==> src/txpo_pkg.sv <==
// constants, register map and field layout for transmit path overhead insertion
package txpo_pkg;

  // register indices; byte address is four times the index
  localparam logic [7:0] TXPO_IDX_TRACE   = 8'h47;
  localparam logic [7:0] TXPO_IDX_LABEL   = 8'h48;
  localparam logic [7:0] TXPO_IDX_STATUS  = 8'h49;
  localparam logic [7:0] TXPO_IDX_CONC_LO = 8'h4e;
  localparam logic [7:0] TXPO_IDX_CONC_HI = 8'h4f;
  localparam logic [7:0] TXPO_IDX_CTRL    = 8'h50;

  // reset values
  localparam logic [7:0] TXPO_RST_TRACE   = 8'h00;
  localparam logic [7:0] TXPO_RST_LABEL   = 8'h01;
  localparam logic [7:0] TXPO_RST_STATUS  = 8'h00;
  localparam logic [7:0] TXPO_RST_CONC_LO = 8'hff;
  localparam logic [7:0] TXPO_RST_CONC_HI = 8'h93;
  localparam logic [2:0] TXPO_RST_CTRL    = 3'h4;

  // path status control register fields
  localparam int TXPO_ST_ERR_LSB   = 4;
  localparam int TXPO_ST_ERR_W     = 4;
  localparam int TXPO_ST_PATH_REMOTE_DEFECT_BIT  = 3;
  localparam int TXPO_ST_AUX_REMOTE_DEFECT_BIT = 2;
  localparam int TXPO_ST_SPARE_LSB = 0;

  // transmitted path status byte positions
  localparam int TXPO_G1_ERR_LSB   = 4;
  localparam int TXPO_G1_PATH_REMOTE_DEFECT_BIT  = 3;
  localparam int TXPO_G1_SPARE_LSB = 1;
  localparam int TXPO_G1_AUX_REMOTE_DEFECT_BIT = 0;

  // own control register fields
  localparam int TXPO_CTRL_ENH_EN_BIT  = 0;
  localparam int TXPO_CTRL_ENH_SRC_BIT = 1;
  localparam int TXPO_CTRL_INDICATION_VALUE_A_BIT  = 2;

  // largest error count the pin counter can report for a frame
  localparam logic [3:0] TXPO_ERR_MAX = 4'h8;

  localparam logic [1:0] TXPO_RESP_OKAY   = 2'h0;
  localparam logic [1:0] TXPO_RESP_SLVERR = 2'h2;

endpackage : txpo_pkg

==> src/txpo_overhead.sv <==
// transmit path overhead insertion with AXI4-Lite register slave
`timescale 1ns/10ps
module txpo_overhead
#(
  parameter int ADDR_W = 12
)
(
  input  wire logic              ref_clk,
  input  wire logic              rst,
  // AXI4-Lite slave
  input  wire logic [ADDR_W-1:0] s_axi_awaddr,
  input  wire logic              s_axi_awvalid,
  output logic                   s_axi_awready,
  input  wire logic [31:0]       s_axi_wdata,
  input  wire logic [3:0]        s_axi_wstrb,
  input  wire logic              s_axi_wvalid,
  output logic                   s_axi_wready,
  output logic [1:0]             s_axi_bresp,
  output logic                   s_axi_bvalid,
  input  wire logic              s_axi_bready,
  input  wire logic [ADDR_W-1:0] s_axi_araddr,
  input  wire logic              s_axi_arvalid,
  output logic                   s_axi_arready,
  output logic [31:0]            s_axi_rdata,
  output logic [1:0]             s_axi_rresp,
  output logic                   s_axi_rvalid,
  input  wire logic              s_axi_rready,
  // frame side
  input  wire logic              frame_start,
  input  wire logic              far_end_error_pin,
  input  wire logic              auto_remote_defect,
  output logic [7:0]             j1_byte,
  output logic [7:0]             c2_byte,
  output logic [7:0]             g1_byte,
  output logic [7:0]             h1_indication_value_a_byte,
  output logic [7:0]             h2_indication_value_a_byte,
  output logic                   indication_value_a_active
);

  logic [7:0]        trace_r;
  logic [7:0]        label_r;
  logic [7:0]        status_r;
  logic [7:0]        status_nxt;
  logic [7:0]        conc_lo_r;
  logic [7:0]        conc_hi_r;
  logic [2:0]        ctrl_r;
  logic [ADDR_W-1:0] awaddr_r;
  logic [31:0]       wdata_r;
  logic [3:0]        wstrb_r;

  // write channel
  wire aw_hs    = s_axi_awvalid & s_axi_awready;
  wire w_hs     = s_axi_wvalid & s_axi_wready;
  wire do_write = ~s_axi_awready & ~s_axi_wready & ~s_axi_bvalid;
  wire [7:0] w_idx   = awaddr_r[9:2];
  wire       w_upper = (awaddr_r[ADDR_W-1:10] != '0);
  wire       w_lane0 = do_write & wstrb_r[0];
  wire hit_w_trace  = ~w_upper & (w_idx == txpo_pkg::TXPO_IDX_TRACE);
  wire hit_w_label  = ~w_upper & (w_idx == txpo_pkg::TXPO_IDX_LABEL);
  wire hit_w_status = ~w_upper & (w_idx == txpo_pkg::TXPO_IDX_STATUS);
  wire hit_w_clo    = ~w_upper & (w_idx == txpo_pkg::TXPO_IDX_CONC_LO);
  wire hit_w_chi    = ~w_upper & (w_idx == txpo_pkg::TXPO_IDX_CONC_HI);
  wire hit_w_ctrl   = ~w_upper & (w_idx == txpo_pkg::TXPO_IDX_CTRL);
  wire w_mapped     = hit_w_trace | hit_w_label | hit_w_status |
                      hit_w_clo | hit_w_chi | hit_w_ctrl;
  wire [7:0] wbyte  = wdata_r[7:0];
  wire b_hs         = s_axi_bvalid & s_axi_bready;
  // one write enable per register, from the decode above
  wire wr_trace     = w_lane0 & hit_w_trace;
  wire wr_label     = w_lane0 & hit_w_label;
  wire wr_status    = w_lane0 & hit_w_status;
  wire wr_clo       = w_lane0 & hit_w_clo;
  wire wr_chi       = w_lane0 & hit_w_chi;
  wire wr_ctrl      = w_lane0 & hit_w_ctrl;

  // read channel
  wire ar_hs    = s_axi_arvalid & s_axi_arready;
  wire [7:0] r_idx   = s_axi_araddr[9:2];
  wire       r_upper = (s_axi_araddr[ADDR_W-1:10] != '0);
  wire hit_r_trace  = ~r_upper & (r_idx == txpo_pkg::TXPO_IDX_TRACE);
  wire hit_r_label  = ~r_upper & (r_idx == txpo_pkg::TXPO_IDX_LABEL);
  wire hit_r_status = ~r_upper & (r_idx == txpo_pkg::TXPO_IDX_STATUS);
  wire hit_r_clo    = ~r_upper & (r_idx == txpo_pkg::TXPO_IDX_CONC_LO);
  wire hit_r_chi    = ~r_upper & (r_idx == txpo_pkg::TXPO_IDX_CONC_HI);
  wire hit_r_ctrl   = ~r_upper & (r_idx == txpo_pkg::TXPO_IDX_CTRL);
  wire r_mapped     = hit_r_trace | hit_r_label | hit_r_status |
                      hit_r_clo | hit_r_chi | hit_r_ctrl;
  // status readback shows the pending error count as well
  wire [7:0] rbyte  = ({8{hit_r_trace}}  & trace_r)   |
                      ({8{hit_r_label}}  & label_r)   |
                      ({8{hit_r_status}} & status_r)  |
                      ({8{hit_r_clo}}    & conc_lo_r) |
                      ({8{hit_r_chi}}    & conc_hi_r) |
                      ({8{hit_r_ctrl}}   & {5'h00, ctrl_r});

  // address is captured on its own handshake, in either order with data
  always_ff @(posedge ref_clk)
  begin
    if (rst)
    begin
      s_axi_awready <= 1'b1;
      awaddr_r      <= '0;
    end
    else if (aw_hs)
    begin
      s_axi_awready <= 1'b0;
      awaddr_r      <= s_axi_awaddr;
    end
    else if (b_hs)
    begin
      s_axi_awready <= 1'b1;
    end
  end

  // data likewise; only byte lane 0 carries register bits
  always_ff @(posedge ref_clk)
  begin
    if (rst)
    begin
      s_axi_wready <= 1'b1;
      wdata_r      <= 32'h0000_0000;
      wstrb_r      <= 4'h0;
    end
    else if (w_hs)
    begin
      s_axi_wready <= 1'b0;
      wdata_r      <= s_axi_wdata;
      wstrb_r      <= s_axi_wstrb;
    end
    else if (b_hs)
    begin
      s_axi_wready <= 1'b1;
    end
  end

  // response one edge after both halves are held; readies stay low until it is taken
  always_ff @(posedge ref_clk)
  begin
    if (rst)
    begin
      s_axi_bvalid <= 1'b0;
      s_axi_bresp  <= txpo_pkg::TXPO_RESP_OKAY;
    end
    else if (do_write)
    begin
      s_axi_bvalid <= 1'b1;
      s_axi_bresp  <= w_mapped ? txpo_pkg::TXPO_RESP_OKAY : txpo_pkg::TXPO_RESP_SLVERR;
    end
    else if (b_hs)
    begin
      s_axi_bvalid <= 1'b0;
    end
  end

  always_ff @(posedge ref_clk)
  begin
    if (rst)
    begin
      s_axi_arready <= 1'b1;
      s_axi_rvalid  <= 1'b0;
      s_axi_rdata   <= 32'h0000_0000;
      s_axi_rresp   <= txpo_pkg::TXPO_RESP_OKAY;
    end
    else if (ar_hs)
    begin
      s_axi_arready <= 1'b0;
      s_axi_rvalid  <= 1'b1;
      s_axi_rdata   <= {24'h000000, rbyte};
      s_axi_rresp   <= r_mapped ? txpo_pkg::TXPO_RESP_OKAY : txpo_pkg::TXPO_RESP_SLVERR;
    end
    else if (s_axi_rvalid & s_axi_rready)
    begin
      s_axi_rvalid  <= 1'b0;
      s_axi_arready <= 1'b1;
    end
  end

  // programmed error count: software write wins over the self-clear,
  // so a count written in the insertion cycle stays pending
  wire [3:0] prog_err = status_r[txpo_pkg::TXPO_ST_ERR_LSB +: txpo_pkg::TXPO_ST_ERR_W];
  wire       err_sent = frame_start & (prog_err != 4'h0);

  always_comb
  begin
    status_nxt = status_r;
    if (wr_status)
    begin
      status_nxt = wbyte;
    end
    else if (err_sent)
    begin
      status_nxt[txpo_pkg::TXPO_ST_ERR_LSB +: txpo_pkg::TXPO_ST_ERR_W] = 4'h0;
    end
  end

  // one short block per register; writes land on the edge that raises bvalid
  always_ff @(posedge ref_clk)
  begin
    if (rst)
      trace_r <= txpo_pkg::TXPO_RST_TRACE;
    else if (wr_trace)
      trace_r <= wbyte;
  end

  always_ff @(posedge ref_clk)
  begin
    if (rst)
      label_r <= txpo_pkg::TXPO_RST_LABEL;
    else if (wr_label)
      label_r <= wbyte;
  end

  always_ff @(posedge ref_clk)
  begin
    if (rst)
      status_r <= txpo_pkg::TXPO_RST_STATUS;
    else
      status_r <= status_nxt;
  end

  always_ff @(posedge ref_clk)
  begin
    if (rst)
      conc_lo_r <= txpo_pkg::TXPO_RST_CONC_LO;
    else if (wr_clo)
      conc_lo_r <= wbyte;
  end

  always_ff @(posedge ref_clk)
  begin
    if (rst)
      conc_hi_r <= txpo_pkg::TXPO_RST_CONC_HI;
    else if (wr_chi)
      conc_hi_r <= wbyte;
  end

  always_ff @(posedge ref_clk)
  begin
    if (rst)
      ctrl_r <= txpo_pkg::TXPO_RST_CTRL;
    else if (wr_ctrl)
      ctrl_r <= wbyte[2:0];
  end

  logic [3:0] pin_err_count;

  txpo_err_count u_err_count
  (
    .ref_clk     (ref_clk),
    .rst         (rst),
    .err_pin     (far_end_error_pin),
    .frame_start (frame_start),
    .last_count  (pin_err_count)
  );

  // path status byte assembly
  wire enh_en  = ctrl_r[txpo_pkg::TXPO_CTRL_ENH_EN_BIT];
  wire enh_src = ctrl_r[txpo_pkg::TXPO_CTRL_ENH_SRC_BIT];
  wire sw_bits_ignored = ~enh_en | (enh_en & enh_src);
  wire [3:0] err_field = (prog_err != 4'h0) ? prog_err : pin_err_count;
  // when software bits are ignored the receive side defect drives it
  wire path_remote_defect_bit  = sw_bits_ignored ? auto_remote_defect
                                   : status_r[txpo_pkg::TXPO_ST_PATH_REMOTE_DEFECT_BIT];
  wire [1:0] spare_bits = sw_bits_ignored ? 2'h0
                                          : status_r[txpo_pkg::TXPO_ST_SPARE_LSB +: 2];
  wire aux_remote_defect_bit = status_r[txpo_pkg::TXPO_ST_AUX_REMOTE_DEFECT_BIT];

  logic [7:0] g1_nxt;

  always_comb
  begin
    g1_nxt = 8'h00;
    g1_nxt[txpo_pkg::TXPO_G1_ERR_LSB +: 4]   = err_field;
    g1_nxt[txpo_pkg::TXPO_G1_PATH_REMOTE_DEFECT_BIT]       = path_remote_defect_bit;
    g1_nxt[txpo_pkg::TXPO_G1_SPARE_LSB +: 2] = spare_bits;
    g1_nxt[txpo_pkg::TXPO_G1_AUX_REMOTE_DEFECT_BIT]      = aux_remote_defect_bit;
  end

  // all overhead changes only at a frame boundary, never mid-frame
  always_ff @(posedge ref_clk)
  begin
    if (rst)
    begin
      j1_byte        <= txpo_pkg::TXPO_RST_TRACE;
      c2_byte        <= txpo_pkg::TXPO_RST_LABEL;
      g1_byte        <= 8'h00;
      h1_indication_value_a_byte <= txpo_pkg::TXPO_RST_CONC_HI;
      h2_indication_value_a_byte <= txpo_pkg::TXPO_RST_CONC_LO;
      indication_value_a_active  <= txpo_pkg::TXPO_RST_CTRL[txpo_pkg::TXPO_CTRL_INDICATION_VALUE_A_BIT];
    end
    else if (frame_start)
    begin
      j1_byte        <= trace_r;
      c2_byte        <= label_r;
      g1_byte        <= g1_nxt;
      h1_indication_value_a_byte <= conc_hi_r;
      h2_indication_value_a_byte <= conc_lo_r;
      indication_value_a_active  <= ctrl_r[txpo_pkg::TXPO_CTRL_INDICATION_VALUE_A_BIT];
    end
  end

endmodule : txpo_overhead

==> src/txpo_err_count.sv <==
// per-frame count of far-end error pulses from the error input pin
`timescale 1ns/10ps
module txpo_err_count
(
  input  wire logic       ref_clk,
  input  wire logic       rst,
  input  wire logic       err_pin,
  input  wire logic       frame_start,
  output logic      [3:0] last_count
);

  logic       sync1_r;
  logic       sync2_r;
  logic       prev_r;
  logic [3:0] acc_r;
  logic [3:0] acc_nxt;
  logic       err_edge;

  // pin is asynchronous to ref_clk
  always_ff @(posedge ref_clk)
  begin
    if (rst)
    begin
      sync1_r <= 1'b0;
      sync2_r <= 1'b0;
      prev_r  <= 1'b0;
    end
    else
    begin
      sync1_r <= err_pin;
      sync2_r <= sync1_r;
      prev_r  <= sync2_r;
    end
  end

  assign err_edge = sync2_r & ~prev_r;

  // saturate: the pin count never reports more than the maximum in G1
  assign acc_nxt = (acc_r == txpo_pkg::TXPO_ERR_MAX) ? acc_r : acc_r + 4'h1;

  // a pulse landing with frame_start belongs to the frame that starts
  always_ff @(posedge ref_clk)
  begin
    if (rst)
    begin
      acc_r <= 4'h0;
    end
    else if (frame_start)
    begin
      acc_r <= err_edge ? 4'h1 : 4'h0;
    end
    else if (err_edge)
    begin
      acc_r <= acc_nxt;
    end
  end

  // count of the frame now closing, read by the inserter at frame_start
  assign last_count = acc_r;

endmodule : txpo_err_count

==> config.mk <==
export PLATFORM = sky130hd
export DESIGN_NAME = txpo_overhead
export DESIGN_NICKNAME = d
export VERILOG_FILES = /design/src/txpo_pkg.sv /design/src/txpo_overhead.sv /design/src/txpo_err_count.sv
export SDC_FILE = /design/constraint.sdc
export NUM_CORES = 1
export LEC_CHECK = 0
export BUFFER_PORTS_ARGS = -buffer_cell sky130_fd_sc_hd__clkbuf_2
export CORE_MARGIN = 4
export CORE_UTILIZATION = 47
export CTS_CLUSTER_DIAMETER = 100
export DETAILED_ROUTE_END_ITERATION = 10
export PLACE_DENSITY_LB_ADDON = 0.12
export SLEW_MARGIN = 0
export SYNTH_ARGS = -nofsm -noshare
export SYNTH_HDL_FRONTEND = slang
export SYNTH_SLANG_ARGS = --single-unit
==> constraint.sdc <==
create_clock -name ref_clk -period 1.7 [get_ports ref_clk]
set_input_delay 0.17 -clock ref_clk [delete_from_list [all_inputs] [get_ports ref_clk]]
set_output_delay 0.17 -clock ref_clk [all_outputs]
set_load 0.01 [all_outputs]
# Word level (Yosys, flattened, before mapping)
# Cells that the tools add are included.
# W data, S select, Z words.
[totals]
inputBits = 70
elab_cells = 131
register_bits = 129
[classes]
n_reduce_logical = 10
eq_ne = 14
n_bitwise = 58
mux = 20
add_sub_neg = 1
[ops]
columns = ["op", "n"]
rows = [
  ["$eq A8 B7 Y1 const B", 12],
  ["$and A8 B8 Y8", 5],
  ["$or A8 B8 Y8", 5],
  ["$and A1 B1 Y1", 29],
  ["$mux W4", 6],
  ["$reduce_bool A2 Y1", 8],
  ["$mux W1", 11],
  ["$or A1 B1 Y1", 11],
  ["$and A8 B3 Y8", 1],
  ["$not A1 Y1", 7],
  ["$mux W2", 3],
  ["$add A4 B1 Y4 const B", 1],
  ["$eq A4 B4 Y1 const B", 1],
  ["$reduce_bool A4 Y1", 1],
  ["$ne A2 B2 Y1 const B", 1],
  ["$reduce_and A2 Y1", 1],
]

# Longest topological paths before layout
# Gate-level depths: netlist of the first run.
[depth]
depth_word = 9
mapped_depth = 6

# Hierarchy
# Synthesis of the first run repeated with hierarchy kept, for this count alone.
[unflattened]
cells_unflattened = 572
hier_area_um2 = 5470.2
[modules_own_cells]
columns = ["module", "seq_area_each_um2", "area_per_inst_um2", "n_inst", "cells_each"]
rows = [
  ["txpo_overhead", 2362.3, 5143.7, 1, 538],
  ["txpo_err_count", 140.1, 326.6, 1, 34],
]

# Worst setup path after synthesis of the first run
# Ideal clock, no wire load.
[synth_timing]
kind = "register -> register"
start = "reg awaddr_r[7]"
end = "reg trace_r[1]"
t_required_ps = 1628
slack_ps = 125
t_arrival_ps = 1503
stages_incl_launch_ff = 6
setup_time_ps = 72
path_buffers = 1
cell_sequence = "dfxtp_1 -> or3_4 -> nor3_4 -> and4b_1 -> buf_4 -> mux2i_1"
[synth_between]
elab_chain_cells = 3
[synth_lines]
columns = ["item", "line", "source"]
rows = [
  ["start, declared", "txpo_overhead.sv:47", "logic [ADDR_W-1:0] awaddr_r;"],
  ["start signal, assigned", "txpo_overhead.sv:107", "awaddr_r <= s_axi_awaddr;"],
  ["$eq A8 B7 Y1", "txpo_overhead.sv:58", "wire hit_w_trace = ~w_upper & (w_idx == txpo_pkg::TXPO_IDX_TRACE);"],
  ["$and A1 B1 Y1", "txpo_overhead.sv:58", ""],
  ["$and A1 B1 Y1", "txpo_overhead.sv:69", "wire wr_trace = w_lane0 & hit_w_trace;"],
  ["end signal, assigned", "txpo_overhead.sv:200", "trace_r <= txpo_pkg::TXPO_RST_TRACE;"],
  ["end signal, assigned", "txpo_overhead.sv:202", "trace_r <= wbyte;"],
  ["end, declared", "txpo_overhead.sv:40", "logic [7:0] trace_r;"],
]
# No other way between the ends.
# A chain may end at the register's enable or synchronous reset.

# Final worst setup path of the first run
[layout_timing]
start = "reg awaddr_r[7]"
end = "reg trace_r[6]"
# The elaborated chain is that of the path after synthesis.

==> run summary, run 1 <==
layout cell share with drive strength beyond 1 -> 23.0%
CP max-delay cell -> or3_4
Routed WL -> 13200 um
peak supply drop -> 846 uV
vias -> 4309
final slew viol count -> 0
total iterations of the first detailed-routing run -> 5
syn_area_per_cell -> 9.56 sq um
post-route design area -> 6840 sq um
reg2reg start -> awaddr_r[7]
DRC errors left -> 0
crit-path max FO -> 8
CTS tree -> done
CTS Buffer Depth -> 2
crit end category -> register
Syn. warnings -> 0
Worst EP arrival -> 1.95 ns
critical path required time -> 2.04 ns
sequential area share after synthesis -> 46.3%
hold_ws -> 0.0397 ns
hold wc startpoint -> s_axi_rready
largest stage delay on the critical path -> 0.40 ns
skew final -> 0.00578 ns
worst rel slew slack -> 51.8%
synthesized instance count -> 566
logic gate share of total power -> 7.7%
RSZ-0062 raised after global routing -> true
PD cells -> 1070 nW/um^2
run status -> completed
max_cap viols -> 0
Sw Pwr -> 1.59 mW
max reg flops -> 10
antenna diode count -> 0
Pint -> 5.70 mW
worst-margin pin slew -> 0.716 ns
Fillers -> 955
Routed Antenna Nets -> 0
DR vias/cell -> 5.15
first-pass GRT wire length -> 21500 um
htree depth -> 4
Setup crit start kind -> register
Starting Density -> 49.0%
die area -> 13300 sq um
Setup CP Type -> reg2reg
Final min period -> 1.61 ns
IO Count -> 152
Tcrit/Tclk final -> 94.7%
Largest Register -> awaddr_r
DP HPWL -> 9490 um
fin nets -> 757
synth unique cells -> 50
vias in the first global route -> 4214
Clk pwr share -> 50.3%
Port Buf Inserts -> 94
# rows -> 38
grt ovf -> 0
drt wl/cell -> 15.8 um
synthesis-to-layout area growth -> 26.4%
Final setup violation count -> 0
worst min path class -> in2reg
Reg area -> 2500 sq um
switching part of the total -> 21.8%
endpoints failing hold -> 0
clk slew on worst S/H paths -> 0.05 ns
root buffer selected by CTS -> clkbuf_16
utilization after layout -> 62.0%
CP startpoint -> awaddr_r[7]
die width -> 115 um
multi-input logic area -> 2660 sq um
Core ar. -> 11000 sq um
largest net degree at the start of global routing -> 58
initial antenna violation count -> 0
Total GRT Usage -> 20.9%
Leakage -> 3.05 nW
Die Y -> 115 um
mapped cell area -> 5410 sq um
Clock Sinks -> 125
latest clock arrival within the worst-skew pair -> 0.41 ns
number of DRC markers in iteration 0 -> 243
post-synthesis register bit count -> 125
crit-path cells -> or3_4 -> nor3_4 -> and4b_2 -> buf_12 -> mux2i_1
GPL Wtd Cong -> 0.883
Fmax -> 0.621 GHz
DP Area -> 6030 sq um
CP top delay family -> simple AND/OR/NAND/NOR gates
sequential share of power -> 42.0%
CP bufs+invs -> 1
CTS Buf Count -> 17
[cells in the final DEF (no fill, tap or decap), drive strengths merged, types with 4 or more instances in the layout]
master | synthesis | routed
and2 | 4 | 4
dfxtp | 125 | 125
nand4 | 4 | 4
nand3 | 7 | 7
clkbuf | 23 | 117
a211oi | 10 | 10
nand2b | 37 | 37
o22ai | 4 | 4
nor3 | 9 | 9
a21oi | 38 | 38
clkinv | 0 | 4
mux2i | 81 | 81
conb | 1 | 26
nand2 | 47 | 47
a211o | 14 | 14
nor2b | 21 | 21
buf | 35 | 20
nor2 | 60 | 60
a22oi | 4 | 4
dlygate4sd3 | 0 | 20
or3b | 4 | 4
[metrics by stage]
stage               instances  setup slack, ns  total power, mW  TNS (ns)
floorplan                 591            0.125             3.49         0
global placement          786          -0.0190             3.63   -0.0342
detailed placement        786          -0.0347             3.64   -0.0628
CTS                       837           0.0417             7.36         0
global route              837          -0.0187             7.55   -0.0187
finish                    837           0.0908             7.29         0
[path summary, 6_finish.rpt]
check                        end  slack, ns  cells after the start
max reg2reg           trace_r[6]       0.09                      5
max                   trace_r[6]       0.09                      5
min                s_axi_arready       0.04                      3
min reg2reg  u_err_count.sync2_r       0.44                      1
[cells in the mapped netlist (all sizes together)]
cell | number | area share, %
a311oi | 1 | 0.16
o211a | 1 | 0.19
a211oi | 10 | 1.5
conb | 1 | 0.069
inv | 3 | 0.21
or4 | 1 | 0.21
o21bai | 3 | 0.42
nand4 | 4 | 1.0
and4b | 2 | 0.37
ha | 2 | 0.46
nor3 | 9 | 1.1
and4bb | 1 | 0.23
o22a | 3 | 0.49
and3 | 2 | 0.23
mux2 | 1 | 0.21
nor2 | 60 | 4.3
nand3 | 7 | 0.74
o22ai | 4 | 0.46
buf | 35 | 4.5
clkbuf | 23 | 1.6
nor2b | 21 | 2.4
and2 | 4 | 0.46
nand2 | 47 | 3.3
dfxtp | 125 | 46
xnor2 | 1 | 0.16
nand3b | 1 | 0.14
or3 | 1 | 0.21
and3b | 1 | 0.19
nor4 | 2 | 0.23
or4b | 2 | 0.44
a22oi | 4 | 0.56
a211o | 14 | 2.3
a22o | 1 | 0.16
o21ai | 3 | 0.28
a21oi | 38 | 3.5
a221o | 3 | 0.56
xor2 | 2 | 0.32
nand2b | 37 | 4.3
or3b | 4 | 0.65
mux2i | 81 | 15
nand4b | 1 | 0.16
[layout make-up]
type	instances	area share (%)
multi-input cells	405	38.9
flip-flops and latches	125	36.6
repair buffers	133	12.9
clock buffers	24	7.19
well taps	140	2.56
clock inverters	7	1.61
inverters	3	0.165
[routing by layer]
layer  vias to the layer above  GRT usage [%]  share of wire, %
met5                         -              0                 0
met2                       140           33.7                47
met1                      2005           27.8                45
met4                         0           7.75               1.7
met3                        20           4.32               6.3
li1                       2144              -                 -
[cell families after synthesis]
kind of cell	synth area share (%)
multiplexers	15.2
AO/OA/AOI/OAI	10.5
adder cells (fa/ha/maj)	0.463
flip-flops	46.3
other	0.0693
AND/OR/NAND/NOR	20.7
buffers and inverters	6.31
XOR/XNOR	0.486
[timing repair]
item,in CTS,in global routing
endpoints found under the setup margin,0,40
resized for setup,0,4
hold buffers,20,0
buffers inserted,0,0
endpoints found under the hold margin,20,0
[power groups by stage]
stage,clock [mW],sequential (mW),combinational (mW)
floorplan,0,3.13,0.362
global placement,0,3.12,0.513
detailed placement,0,3.12,0.523
CTS,3.74,3.06,0.562
global route,3.85,3.07,0.627
finish,3.66,3.06,0.562
[worst reg2reg max path: stages, from the launching register on]
cell,delay [ns]
dfxtp_1,0.31
or3_4,0.40
nor3_4,0.20
and4b_2,0.30
buf_12,0.15
mux2i_1,0.19
Power figures use the tool's default switching activity.
==> run 2: changes to the inputs <==
--- a/config.mk
+++ b/config.mk
@@ -6,11 +6,13 @@
 export NUM_CORES = 1
 export LEC_CHECK = 0
 export BUFFER_PORTS_ARGS = -buffer_cell sky130_fd_sc_hd__clkbuf_2
+export CELL_PAD_IN_SITES_DETAIL_PLACEMENT = 1
+export CELL_PAD_IN_SITES_GLOBAL_PLACEMENT = 2
 export CORE_MARGIN = 4
-export CORE_UTILIZATION = 47
+export CORE_UTILIZATION = 28
 export CTS_CLUSTER_DIAMETER = 100
 export DETAILED_ROUTE_END_ITERATION = 10
-export PLACE_DENSITY_LB_ADDON = 0.12
+export PLACE_DENSITY_LB_ADDON = 0.1
 export SLEW_MARGIN = 0
 export SYNTH_ARGS = -nofsm -noshare
 export SYNTH_HDL_FRONTEND = slang
==> run 2 against run 1 <==
  * Critical path depth is the same
  * Cell area increased by 2.9%
  * Hold slack better by 0.0062 ns
  * Via count increased by 0.77%
  * Fmax grew 0.36%
  * Die area up 63%
  * Setup slack gained 0.0058 ns
  * Sequential share of layout area down 1.0 points
  * Register-to-register slack hardly changed
  * Critical endpoint is now label_r[5]
==> run summary, run 2 (synthesized netlist as in run 1, its figures left out) <==
run status -> completed
total iterations of the first detailed-routing run -> 4 (-1)
largest stage delay on the critical path -> 0.40 ns (about the same)
worst min path class -> in2reg
reg2reg start -> awaddr_r[11]
vias in the first global route -> 4575 (+8.6%)
worst-margin pin slew -> 0.734 ns (+0.0186 ns)
worst reg2reg endpoint -> label_r[5]
GPL Wtd Cong -> 0.765 (-13%)
Clock Sinks -> 125 (unchanged)
Tcrit/Tclk final -> 94.3% (-0.34 points)
latest clock arrival within the worst-skew pair -> 0.42 ns (about the same)
Final WS setup -> 0.0966 ns (+0.00576 ns)
critical path required time -> 1.99 ns (-0.05 ns)
Worst EP arrival -> 1.89 ns (-0.06 ns)
Fmax -> 0.624 GHz (+0.36%)
worst rel slew slack -> 50.6% (-1.3 points)
crit-path max FO -> 8 (unchanged)
drt wl/cell -> 16.3 um (+3.0%)
max reg flops -> 10 (unchanged)
hold_ws -> 0.0460 ns (+0.00621 ns)
endpoints failing hold -> 0 (unchanged)
CP top delay family -> simple AND/OR/NAND/NOR gates
CTS Buf Count -> 17 (unchanged)
Hold Path Depth -> 3 (unchanged)
die width -> 147 um (+28%)
worst reg2reg path depth -> 5 (unchanged)
largest net degree at the start of global routing -> 60 (+3.4%)
# rows -> 50 (+32%)
skew final -> 0.00669 ns (+0.000912 ns)
first-pass GRT wire length -> 25400 um (+18%)
CP max-delay cell -> or3_4
Routed WL -> 15700 um (+19%)
crit-path cells -> or3_4 -> nor3_4 -> buf_6 -> nand4_4 -> mux2i_1
initial antenna violation count -> 0 (unchanged)
Die Y -> 147 um (+28%)
hold wc startpoint -> s_axi_rready
peak supply drop -> 670 uV (-21%)
Port Buf Inserts -> 94 (unchanged)
DRC errors left -> 0 (unchanged)
number of DRC markers in iteration 0 -> 184 (-24%)
layout cell share with drive strength beyond 1 -> 23.3% (+0.31 points)
root buffer selected by CTS -> clkbuf_16
pre-CTS setup slack -> -0.249 ns (-0.214 ns)
Starting Density -> 28.7% (-20 points)
grt ovf -> 0 (unchanged)
Final min period -> 1.60 ns (-0.00576 ns)
CTS tree -> done
DR vias/cell -> 4.50 (-13%)
PD cells -> 1020 nW/um^2 (-4.7%)
final slew viol count -> 0 (unchanged)
Total GRT Usage -> 14.9% (-6.0 points)
Largest Register -> awaddr_r
Setup CP Type -> reg2reg
CTS Buffer Depth -> 2 (unchanged)
Routed Antenna Nets -> 0 (unchanged)
IO Count -> 152 (unchanged)
htree depth -> 4 (unchanged)
vias -> 4342 (+0.77%)
R2R Setup Slk -> 0.1 ns (about the same)
fin nets -> 764 (+0.92%)
synthesis-to-layout area growth -> 30.0%
WHS Endpoint -> s_axi_arready
antenna diode count -> 0 (unchanged)
Setup TNS -> 0 ns (unchanged)
Setup crit start kind -> register
CP bufs+invs -> 1 (unchanged)
max_cap viols -> 0 (unchanged)
clk slew on worst S/H paths -> 0.05 ns (about the same)
commonest non-fill, non-tap cell in the layout -> dfxtp_1
most frequent cells in the layout -> dfxtp_1 (124), clkbuf_2 (93), mux2i_1 (81)
Final setup violation count -> 0 (unchanged)
Leakage -> 3.07 nW (+0.62%)
crit end category -> register
Core ar. -> 18800 sq um (+71%)
DP HPWL -> 11800 um (+25%)
die area -> 21600 sq um (+63%)
run 2: cell count changes in the layout (fill, tap and decap cells not counted), sizes merged:
cell,delta
clkinvlp,+1
bufinv,-1
clkbuf,+1
buf,+7
run 2: layout make-up:
cell class	instances	area [sq um]
flip-flops and latches	125	2500
multi-input cells	405	2670
repair buffers	140	960
clock buffers	25	475
inverters	3	11.3
clock inverters	7	87.6
well taps	260	325
fillers	2165	11800
run 2: worst register-to-register path, stage by stage, from the launching register on:
cell     delay [ns]
dfxtp_2        0.31
or3_4          0.40
nor3_4         0.19
buf_6          0.15
nand4_4        0.23
mux2i_1        0.20
run 2: timing repair:
| item | 4_1_cts | 5_1_grt |
|---|---|---|
| hold buffers | 20 | 0 |
| resized for setup | 0 | 4 |
| pin swaps | 1 | 3 |
| endpoints found under the setup margin | 9 | 28 |
| hold endpoints to repair | 20 | 0 |
| setup buffers | 2 | 2 |
run 2: worst max-delay path by stage:
stage                         start        endpoint  slack [ns]  depth (start not counted)
floorplan               awaddr_r[7]      trace_r[1]        0.13                          5
global placement    s_axi_araddr[6]  s_axi_rdata[6]       -0.23                          5
detailed placement  s_axi_araddr[6]  s_axi_rdata[5]       -0.25                          5
CTS                     awaddr_r[7]     status_r[1]       0.008                          5
global route           awaddr_r[11]      label_r[4]      -0.003                          5
finish                 awaddr_r[11]      label_r[5]         0.1                          5
run 2: power by group:
part / total [mW] / internal (mW) / leakage (nW) / switching (mW)
logic: 0.589 / 0.259 / 1.78 / 0.330
registers: 3.06 / 3.01 / 1.02 / 0.0559
clock network: 3.49 / 2.22 / 0.275 / 1.27
run 2: routing by layer:
metal,global-route usage [%],share of wire (%)
met1,18.2,44
met2,26.1,51
met3,3.30,3.9
met4,4.89,1.5
met5,0,0
run 2: stage by stage:
stage | std cells | util [%] | total power [mW] | instance area (sq um)
detailed placement | 909 | 33.0 | 3.68 | 6210
floorplan | 591 | - | 3.49 | 5500
global route | 965 | 37.3 | 7.44 | 7030
global placement | 909 | 33.0 | 3.67 | 6210
finish | 965 | 37.3 | 7.14 | 7030
CTS | 963 | 37.1 | 7.24 | 6990
